$ cat src/logic/pwr_mode_pkg.sv
// Package with register map, field positions, reset values and mode types.
package pwr_mode_pkg;
   // Wake bytes keep their word index; the byte address is four times it.
   localparam logic [11:0] IDX_WAKE_LOW    = 12'hf4a;
   localparam logic [11:0] IDX_WAKE_HIGH   = 12'hf4b;
   localparam logic [13:0] ADDR_OSC_CTRL   = 14'h0f40;
   localparam logic [13:0] ADDR_WAKE_LOW   = {IDX_WAKE_LOW, 2'b00};
   localparam logic [13:0] ADDR_WAKE_HIGH  = {IDX_WAKE_HIGH, 2'b00};
   localparam logic [13:0] ADDR_WAKE_CFG   = 14'h0f50;
   localparam logic [13:0] ADDR_STATUS     = 14'h0f54;
   localparam int OSC_IDLE_BIT  = 7;
   localparam int OSC_STARTUP_TIMER_STATUS_BIT  = 3;
   localparam int CFG_DEEP_SLEEP_ARM_BIT  = 0;
   localparam int CFG_GIE_BIT   = 7;
   localparam int CFG_WDTEN_BIT = 1;
   localparam int CFG_FAIL_SAFE_CLOCK_MONITOR_BIT  = 2;
   localparam int WL_FLT   = 7;
   localparam int WL_ULP   = 5;
   localparam int WL_WDT   = 4;
   localparam int WL_RTC   = 3;
   localparam int WL_MASTER_CLEAR_PIN  = 2;
   localparam int WL_POR   = 0;
   localparam int WH_IOC   = 0;
   localparam logic [7:0] WAKE_LOW_MASK  = 8'h00_bd;
   localparam logic [7:0] WAKE_HIGH_MASK = 8'h00_01;
   localparam logic [7:0] WAKE_LOW_RESET = 8'h00_01;
   localparam logic [1:0] SCS_PRIMARY    = 2'h0;
   localparam logic [1:0] SCS_SECONDARY  = 2'h1;
   localparam logic [1:0] SCS_INTERNAL   = 2'h2;
   localparam logic [2:0] PRIMARY_OSC_CONFIG_EC        = 3'h4;
   localparam logic [2:0] PRIMARY_OSC_CONFIG_EXTERNAL_CLOCK_WITH_PLL     = 3'h5;
   localparam int OST_NS        = 51200;
   localparam int CLK_NS        = 50;
   localparam int OST_CYCLES    = (OST_NS + CLK_NS - 1) / CLK_NS;
   localparam int SWITCH_CYCLES = 4;
   typedef enum logic [2:0] {
      RUN, IDLE, SLEEP, DEEP_SLEEP, WAKE_WAIT
   } pm_state_t;
endpackage

$ cat src/logic/clock_switch_delay.sv
// Cycle counter that models a clock transition or oscillator start-up wait.
`timescale 1ns/1ps
`default_nettype none
module clock_switch_delay #(
   parameter int WIDTH = 12
) (
   input  wire logic             pclk,
   input  wire logic             presetn,
   input  wire logic             start,
   input  wire logic [WIDTH-1:0] length,
   output logic                  busy
);
   logic [WIDTH-1:0] count;
   always_ff @(posedge pclk or negedge presetn) begin
      if (!presetn) begin
         count <= '0;
      end else if (start) begin
         count <= length;
      end else if (count != '0) begin
         count <= count - WIDTH'(1);
      end
   end
   assign busy = (count != '0);
endmodule
`default_nettype wire

$ cat src/logic/power_mode_wake_control.sv
// Power-managed mode controller with clock select and deep sleep wake cause.
`timescale 1ns/1ps
`default_nettype none
module power_mode_wake_control
   import pwr_mode_pkg::*;
#(
   parameter logic [2:0] PRIMARY_OSC_CONFIG = 3'h0,
   parameter bit         HAS_REGULATOR      = 1'b1,
   parameter int         OST_LEN            = OST_CYCLES
) (
   input  wire logic        pclk,
   input  wire logic        presetn,
   input  wire logic        psel,
   input  wire logic        penable,
   input  wire logic        pwrite,
   input  wire logic [13:0] paddr,
   input  wire logic [31:0] pwdata,
   output logic [31:0]      prdata,
   output logic             pready,
   output logic             pslverr,
   input  wire logic        sleep_op,
   input  wire logic        watchdog_clear_op,
   input  wire logic        int_flags_any_enabled,
   input  wire logic        watchdog_timeout,
   input  wire logic        clock_lost,
   input  wire logic [1:0]  source_running,
   input  wire logic        power_on_detect,
   input  wire logic        ds_fault,
   input  wire logic        ds_ultra_low_power_wake,
   input  wire logic        ds_watchdog,
   input  wire logic        ds_calendar_alarm,
   input  wire logic        ds_master_clear_pin,
   input  wire logic        ds_interrupt_on_change,
   output logic [1:0]       active_clock_source,
   output logic             cpu_clock_enable,
   output logic             periph_clock_enable,
   output logic             primary_osc_enable,
   output logic             internal_rc_clock_enable,
   output logic             core_supply_regulator_on,
   output logic             watchdog_clear,
   output logic             watchdog_reset_req,
   output logic             branch_to_vector,
   output logic             resume_pulse,
   output logic [2:0]       power_mode
);
   pm_state_t  state;
   pm_state_t  next_state;
   logic [1:0] clock_source_select;
   logic       idle_on_sleep_select;
   logic       deep_sleep_arm;
   logic       global_int_enable;
   logic       wdt_enable;
   logic       fail_safe_clock_monitor_enable;
   logic       startup_timer_status;
   logic [7:0] wake_low;
   logic [7:0] wake_high;
   logic       delay_busy;
   logic       delay_start;
   logic [11:0] delay_len;
   logic       int_prev;

   wire        wr_en     = psel && penable && pwrite;
   wire        sel_osc   = (paddr == ADDR_OSC_CTRL);
   wire        sel_wl    = (paddr == ADDR_WAKE_LOW);
   wire        sel_wh    = (paddr == ADDR_WAKE_HIGH);
   wire        sel_cfg   = (paddr == ADDR_WAKE_CFG);
   wire        sel_stat  = (paddr == ADDR_STATUS);
   wire        mapped    = sel_osc | sel_wl | sel_wh | sel_cfg | sel_stat;
   wire        wr_osc    = wr_en && sel_osc;
   wire [1:0]  new_scs   = pwdata[1:0];
   wire        low_power = (state == IDLE) || (state == SLEEP);
   // Exit begins on the rising edge of an enabled flag, not its level.
   wire        int_rise  = int_flags_any_enabled && !int_prev;
   wire        wake_evt  = low_power && (int_rise || watchdog_timeout);
   wire        ext_clk   = (PRIMARY_OSC_CONFIG == PRIMARY_OSC_CONFIG_EC) ||
                           (PRIMARY_OSC_CONFIG == PRIMARY_OSC_CONFIG_EXTERNAL_CLOCK_WITH_PLL);
   wire        src_ok    = source_running[new_scs[0]] || new_scs[1];
   wire        ds_in_any = ds_fault | ds_ultra_low_power_wake | ds_watchdog |
                           ds_calendar_alarm | ds_master_clear_pin |
                           ds_interrupt_on_change;
   wire        ds_seen   = (wake_low & 8'h00_bc) != 8'h00_00 || wake_high[0];

   clock_switch_delay #(.WIDTH(12)) u_delay (
      .pclk    (pclk),
      .presetn (presetn),
      .start   (delay_start),
      .length  (delay_len),
      .busy    (delay_busy)
   );

   // Switch to primary or secondary needs that source running; internal is always taken; transition delay follows.
   assign delay_start = (wr_osc && src_ok && new_scs != clock_source_select) ||
                        (state == IDLE && wake_evt && !(ext_clk &&
                         clock_source_select == SCS_PRIMARY));
   assign delay_len   = wr_osc ? 12'(SWITCH_CYCLES) : 12'(OST_LEN);

   always_comb begin
      next_state = state;
      case (state)
         RUN: begin
            // Mode chosen from bits as they stood before the instruction.
            if (sleep_op) begin
               if (idle_on_sleep_select) begin
                  next_state = IDLE;
               end else if (deep_sleep_arm && HAS_REGULATOR) begin
                  next_state = DEEP_SLEEP;
               end else begin
                  next_state = SLEEP;
               end
            end
         end
         IDLE, SLEEP: begin
            if (wake_evt) begin
               next_state = WAKE_WAIT;
            end
         end
         DEEP_SLEEP: begin
            if (ds_in_any) begin
               next_state = WAKE_WAIT;
            end
         end
         WAKE_WAIT: begin
            if (!delay_busy) begin
               next_state = RUN;
            end
         end
         default: next_state = RUN;
      endcase
   end

   always_ff @(posedge pclk or negedge presetn) begin
      if (!presetn) begin
         state    <= RUN;
         int_prev <= 1'b0;
      end else begin
         state    <= next_state;
         int_prev <= int_flags_any_enabled;
      end
   end

   // Reset leaves the selection at internal RC; wake keeps bits as set.
   always_ff @(posedge pclk or negedge presetn) begin
      if (!presetn) begin
         clock_source_select  <= SCS_INTERNAL;
         idle_on_sleep_select <= 1'b0;
         deep_sleep_arm       <= 1'b0;
         global_int_enable    <= 1'b0;
         wdt_enable           <= 1'b0;
         fail_safe_clock_monitor_enable          <= 1'b0;
      end else if (wr_osc) begin
         idle_on_sleep_select <= pwdata[OSC_IDLE_BIT];
         if (src_ok) begin
            clock_source_select <= new_scs;
         end
      end else if (wr_en && sel_cfg) begin
         deep_sleep_arm    <= pwdata[CFG_DEEP_SLEEP_ARM_BIT];
         global_int_enable <= pwdata[CFG_GIE_BIT];
         wdt_enable        <= pwdata[CFG_WDTEN_BIT];
         fail_safe_clock_monitor_enable       <= pwdata[CFG_FAIL_SAFE_CLOCK_MONITOR_BIT];
      end
   end

   // Start-up status falls when internal block is picked, rises after timer.
   always_ff @(posedge pclk or negedge presetn) begin
      if (!presetn) begin
         startup_timer_status <= 1'b0;
      end else if (clock_source_select[1]) begin
         startup_timer_status <= 1'b0;
      end else if (!delay_busy && state == RUN) begin
         startup_timer_status <= 1'b1;
      end
   end

   // Hardware sets win over software clears in the same cycle.
   wire [7:0] ds_set_low = (state != DEEP_SLEEP) ? 8'h00_00 :
                           ds_fault ? 8'h00_80 :
                           ds_ultra_low_power_wake ? 8'h00_20 :
                           ds_watchdog ? 8'h00_10 :
                           ds_calendar_alarm ? 8'h00_08 :
                           ds_master_clear_pin ? 8'h00_04 : 8'h00_00;
   wire       ds_set_ioc = (state == DEEP_SLEEP) && !ds_set_low[WL_FLT] &&
                           (ds_set_low == 8'h00_00) && ds_interrupt_on_change;
   wire [7:0] por_set    = {7'h00, power_on_detect};

   always_ff @(posedge pclk or negedge presetn) begin
      if (!presetn) begin
         wake_low  <= WAKE_LOW_RESET;
         wake_high <= 8'h00_00;
      end else begin
         if (wr_en && sel_wl) begin
            wake_low <= (pwdata[7:0] & WAKE_LOW_MASK) | ds_set_low | por_set;
         end else if (!ds_seen) begin
            wake_low <= wake_low | ds_set_low | por_set;
         end else begin
            wake_low <= wake_low | por_set;
         end
         if (wr_en && sel_wh) begin
            wake_high <= (pwdata[7:0] & WAKE_HIGH_MASK) |
                         {7'h00, ds_set_ioc};
         end else if (!ds_seen) begin
            wake_high <= wake_high | {7'h00, ds_set_ioc};
         end
      end
   end

   wire [7:0] osc_rd = {idle_on_sleep_select, 3'h0, startup_timer_status,
                        1'b0, clock_source_select};
   wire [7:0] cfg_rd = {global_int_enable, 4'h0, fail_safe_clock_monitor_enable, wdt_enable,
                        deep_sleep_arm};
   wire [7:0] rd_mux = sel_osc  ? osc_rd :
                       sel_wl   ? (wake_low & WAKE_LOW_MASK) :
                       sel_wh   ? (wake_high & WAKE_HIGH_MASK) :
                       sel_cfg  ? cfg_rd :
                       sel_stat ? {5'h00, state} : 8'h00;

   always_ff @(posedge pclk or negedge presetn) begin
      if (!presetn) begin
         prdata <= 32'h0000_0000;
      end else if (psel && !penable && !pwrite) begin
         prdata <= {24'h00_0000, rd_mux};
      end
   end
   assign pready  = 1'b1;
   assign pslverr = psel && penable && !mapped;

   // Clock gating follows the mode: Sleep stops CPU and peripheral clocks; internal RC stays on only for watchdog or fail-safe monitor.
   assign active_clock_source = clock_source_select;
   assign cpu_clock_enable    = (state == RUN);
   assign periph_clock_enable = (state == RUN) || (state == IDLE);
   assign primary_osc_enable  = !clock_source_select[1] &&
                                periph_clock_enable;
   assign internal_rc_clock_enable = periph_clock_enable || wdt_enable ||
                                     fail_safe_clock_monitor_enable;
   assign core_supply_regulator_on = (state != DEEP_SLEEP);
   assign watchdog_clear = (state == RUN && (sleep_op || watchdog_clear_op)) ||
                           (fail_safe_clock_monitor_enable && clock_lost);
   assign watchdog_reset_req = (state == RUN) && watchdog_timeout;
   assign resume_pulse     = (state == WAKE_WAIT) && !delay_busy;
   assign branch_to_vector = resume_pulse && global_int_enable &&
                             int_flags_any_enabled;
   assign power_mode       = state;

   AST_IDLE_ENTRY: assert property (@(posedge pclk) disable iff (!presetn)
      state == RUN && sleep_op && idle_on_sleep_select |=> state == IDLE)
      else $error("sleep with idle bit did not enter idle");
   AST_SLEEP_NOCLK: assert property (@(posedge pclk) disable iff (!presetn)
      state == SLEEP |-> !periph_clock_enable && !cpu_clock_enable)
      else $error("clock running in sleep");
   AST_WDT_RUN_RST: assert property (@(posedge pclk) disable iff (!presetn)
      state == RUN && watchdog_timeout |-> watchdog_reset_req)
      else $error("watchdog in run gave no reset");
   AST_WDT_EXIT: assert property (@(posedge pclk) disable iff (!presetn)
      low_power && watchdog_timeout |=> state == WAKE_WAIT)
      else $error("watchdog did not end low power");
   AST_NO_SPURIOUS: assert property (@(posedge pclk) disable iff (!presetn)
      low_power && !int_rise && !watchdog_timeout |=> $stable(state))
      else $error("low power left without a trigger");
   AST_RC_ALIVE: assert property (@(posedge pclk) disable iff (!presetn)
      wdt_enable || fail_safe_clock_monitor_enable |-> internal_rc_clock_enable)
      else $error("rc clock stopped with watchdog on");
   AST_REG_OFF: assert property (@(posedge pclk) disable iff (!presetn)
      state == DEEP_SLEEP |-> !core_supply_regulator_on && !cpu_clock_enable)
      else $error("regulator on in deep sleep");
   AST_SCS_KEEP: assert property (@(posedge pclk) disable iff (!presetn)
      state == WAKE_WAIT && !wr_osc |=> $stable(clock_source_select))
      else $error("wake changed clock select");
   AST_WDT_CLR: assert property (@(posedge pclk) disable iff (!presetn)
      state == RUN && sleep_op |-> watchdog_clear)
      else $error("sleep did not clear watchdog");
   AST_ONE_CAUSE: assert property (@(posedge pclk) disable iff (!presetn)
      $rose(wake_low[WL_FLT]) && !$past(wr_en) |-> !wake_low[WL_ULP])
      else $error("two wake causes set together");
endmodule
`default_nettype wire

$ cat config.mk
export PLATFORM = sky130hd
export DESIGN_NAME = power_mode_wake_control
export DESIGN_NICKNAME = d
export VERILOG_FILES = /design/src/logic/pwr_mode_pkg.sv /design/src/logic/clock_switch_delay.sv /design/src/logic/power_mode_wake_control.sv
export SDC_FILE = /design/constraint.sdc
export NUM_CORES = 1
export LEC_CHECK = 0
export BUFFER_PORTS_ARGS = -buffer_cell sky130_fd_sc_hd__buf_2
export CORE_MARGIN = 2
export CORE_UTILIZATION = 43
export DETAILED_ROUTE_END_ITERATION = 7
export PLACE_DENSITY = 0.77
export SETUP_SLACK_MARGIN = 0.1
export SLEW_MARGIN = 20
export SYNTH_ARGS = -nofsm -noshare
export SYNTH_HDL_FRONTEND = slang
export SYNTH_SLANG_ARGS = --single-unit
$ cat constraint.sdc
create_clock -name pclk -period 1.65 [get_ports pclk]
set_clock_uncertainty 0.1 [all_clocks]
set_input_delay 0.2475 -clock pclk [delete_from_list [all_inputs] [get_ports pclk]]
set_output_delay 0.2475 -clock pclk [all_outputs]
set_load 0.01 [all_outputs]
==> key figures <==
Setup path
  – Kind of critical path: reg2out
  – CP startpoint kind: flip-flop
  – Arr. time, crit path: 1700 ps
  – CP endpoint kind: output pin
  – Critical Path RT: roughly 1300 ps
  – Critical Path Fanout Max: 2

Hold path
  – Worst hold path class: in2reg

Timing
  – # setup viols final: 29
  – Tmin final: 2050 ps
  – Relative slew slack: roughly two thirds
  – Max-slew violation count: 0
  – RSZ-0062 raised after global routing: true
  – Fmax: around 490 MHz
  – Final Cycle Share: 124%
  – Hold Fails Final Rpt: 0
  – Worst setup margin: -396 ps
  – Worst-margin pin slew: 509 ps

Routing
  – Drt total wl: 9380 um
  – DR WL/cell: 18.3 um
  – Post-DRT Antenna Nets: 0
  – Vias/cell: 5.64
  – Vias: 2,890
  – DRC: 0
  – First-pass DRT Iterations: 5
  – DRT iter0 DRCs: 297

Synth
  – Post-synthesis mux area share: 3.93%
  – Compound-Gate Fraction of Synth Area: 14.9%
  – Register area share after synthesis: 38.4%
  – Yosys Warn Count: 0
  – EDFF count, synth: 0
  – Mapped Area: roughly 2500 sq um
  – Post-synth ARST share: 100%
  – Post-Synth Simple-Gate Area: 28.9%
  – Synth cell types: 58
  – Mean Syn Cell Area: about 9 sq um
  – Seq cells post-synth: 38
  – XOR/XNOR share of the synthesized area: 2.82%
  – Dominant combinational cell family by area after synthesis: simple AND/OR/NAND/NOR gates
  – Adder-cell share of the synthesized area: 1.01%
  – Mapped Cells: between 200 and 300
  – Primary FF master, synth: dfrtp_1

Clock tree
  – CTS root buffer: clkbuf_8
  – H-tree levels: 2
  – Worst-Skew Late Latency: 300 ps
  – Worst-path clk slew: 80 ps
  – Max clock buf depth: 2
  – Clk sink count: 38
  – CTS tree: built
  – Total CTS buffers: 5

Placement
  – Final HPWL DP: 5090 um
  – Dpl ws: -309 ps
  – Placed cell count: 464
  – Buffers on Ports: 61
  – RePlAce Congestion: 0.888
  – DP Area: 3320 sq um

Layout
  – Fillers: 329
  – Final instance area: 4320 sq um
  – Share of layout cells above drive strength 1: 59.8%
  – Multi-input gate area: 1860 sq um
  – Commonest non-fill, non-tap cell in the layout: buf_4
  – Most frequent cells in the layout: buf_4 (75), buf_2 (54), dfrtp_1 (33)
  – # diodes: 0
  – Nets: 506
  – Non-filler cells, final: 512
  – Register area: 957 sq um
  – Layout area overhead: 74.0%

Pwr
  – Power Total: 2.44 mW
  – Max VDD drop: ~0.42 mV
  – P per Cell Area: 564 nW/um^2
  – LEAKAGE: 2.02 nW

Die
  – Initial Utilization: between 40% and 50%
  – Row count: 27
  – I/O pin count: 113
  – Die Wd: 80.0 um
  – Core area: 5540 sq um
  – Die area: 6400 sq um
  – Chip height: 80.0 um

Run
  – Max Cap Viol: 0

Global route
  – Grt total ovfl: 0
  – Total GRT Usage: between 20% and 30%
  – Largest net degree at the start of global routing: 39
  – Number of global-route vias before repair: 2,576
  – First-pass GRT wire length: between 10,000 and 15,000 um
  – Initial antenna violation count: 0

Run status
  – Status: finished with violations
  – Failing checks: negative setup slack
-- where the power goes --
| group | total [mW] | switching [mW] | internal, mW | leakage [nW] |
|---|---|---|---|---|
| registers | 0.986 | 0.0281 | 0.958 | 0.463 |
| logic | 0.428 | 0.233 | 0.195 | 1.49 |
| clock network | 1.02 | 0.377 | 0.646 | 0.0714 |
-- layout make-up --
class	instances	share of cell area (%)
Inverter	5	0.434
Clock inverter	2	1.39
Sequential cell	38	22.1
Tap cell	72	2.08
Clock buffer	6	1.91
Timing Repair Buffer	163	29.1
Multi-Input combinational cell	226	42.9
-- sequential cells by signal, indices dropped and copies added, names as in the netlist --
name / flops
u_delay.count: 12
prdata: 7
wake_low: 6
power_mode: 3
active_clock_source: 2
deep_sleep_arm: 1
fail_safe_clock_monitor_enable: 1
global_int_enable: 1
idle_on_sleep_select: 1
int_prev: 1
startup_timer_status: 1
wake_high: 1
wdt_enable: 1
-- critical path, stage by stage (launching register included) --
cell      delay (ps)
dfrtp_1          410
inv_2             90
ha_4             130
nand2b_4          50
nand4b_1         230
nor2_2           190
and3_4           200
buf_6             90
-- per-layer routing --
layer | wire, um | global-route usage (%)
met5 | 0 | 0
met4 | 357 | 9.66
met3 | 598 | 3.39
met2 | 4700 | 41.5
met1 | 3720 | 33.3
-- synth_stat cells, types with 3 or more instances --
library cell | n | area share [%]
buf_4 | 27 | 8.2
nor3_1 | 16 | 3.2
mux2_2 | 6 | 2.7
a211oi_1 | 3 | 0.91
nor2b_1 | 4 | 1.0
mux2i_1 | 3 | 1.2
or2_2 | 5 | 1.3
nand2_1 | 25 | 3.8
nand2b_1 | 3 | 0.76
and3_1 | 5 | 1.3
or3_1 | 6 | 1.5
nand3_1 | 6 | 1.2
xor2_1 | 5 | 1.8
nor2_1 | 30 | 4.5
a22o_1 | 3 | 1.1
o21ai_0 | 6 | 1.2
xnor2_1 | 3 | 1.1
inv_1 | 5 | 0.76
nor4_1 | 4 | 1.0
clkbuf_1 | 6 | 0.91
a21oi_1 | 16 | 3.2
nand3b_1 | 3 | 0.91
nor3b_1 | 3 | 0.91
dfrtp_1 | 36 | 36
-- kinds of logic (layout without fill, tap and decap cells) --
logic type | after synthesis | after routing
fa+ha+maj | 2 | 2
simple gates | 129 | 129
flops | 38 | 38
mux | 9 | 9
compound gates | 52 | 52
xor+xnor | 8 | 8
buf+inv | 38 | 176
other cells | 2 | 26
-- metrics by stage --
stage	util [%]	setup TNS [ps]	hold WS, ps
3_5_place_dp	59.8	-5790	231
6_report	78.0	-2630	50.7
5_1_grt	78.0	-4210	60.5
2_1_floorplan	-	-1120	-148
3_3_place_gp	59.8	-4690	226
4_1_cts	72.0	-1300	45.7
-- worst paths after layout --
path | from | to | slack [ps] | cells after the start
min | power_on_detect | wake_low[0] | 50 | 2
min reg2reg | prdata[5] | prdata[5] | 400 | 1
min in group asynchronous | presetn | power_mode[0] | 430 | 3
max in group asynchronous | presetn | wake_low[0] | 640 | 3
max reg2reg | u_delay.count[1] | u_delay.count[2] | -170 | 9
max | u_delay.count[1] | branch_to_vector | -400 | 7
-- timing repair --
item                                   4_1_cts  5_1_grt
cloned                                       1        0
buffers inserted                            26       14
endpoints found under the hold margin       37        0
pin swaps                                   23       37
setup endpoints to repair                   36       39
hold buffers                                 2        0
resized for setup                           75       48
Power figures use the tool's default switching activity.
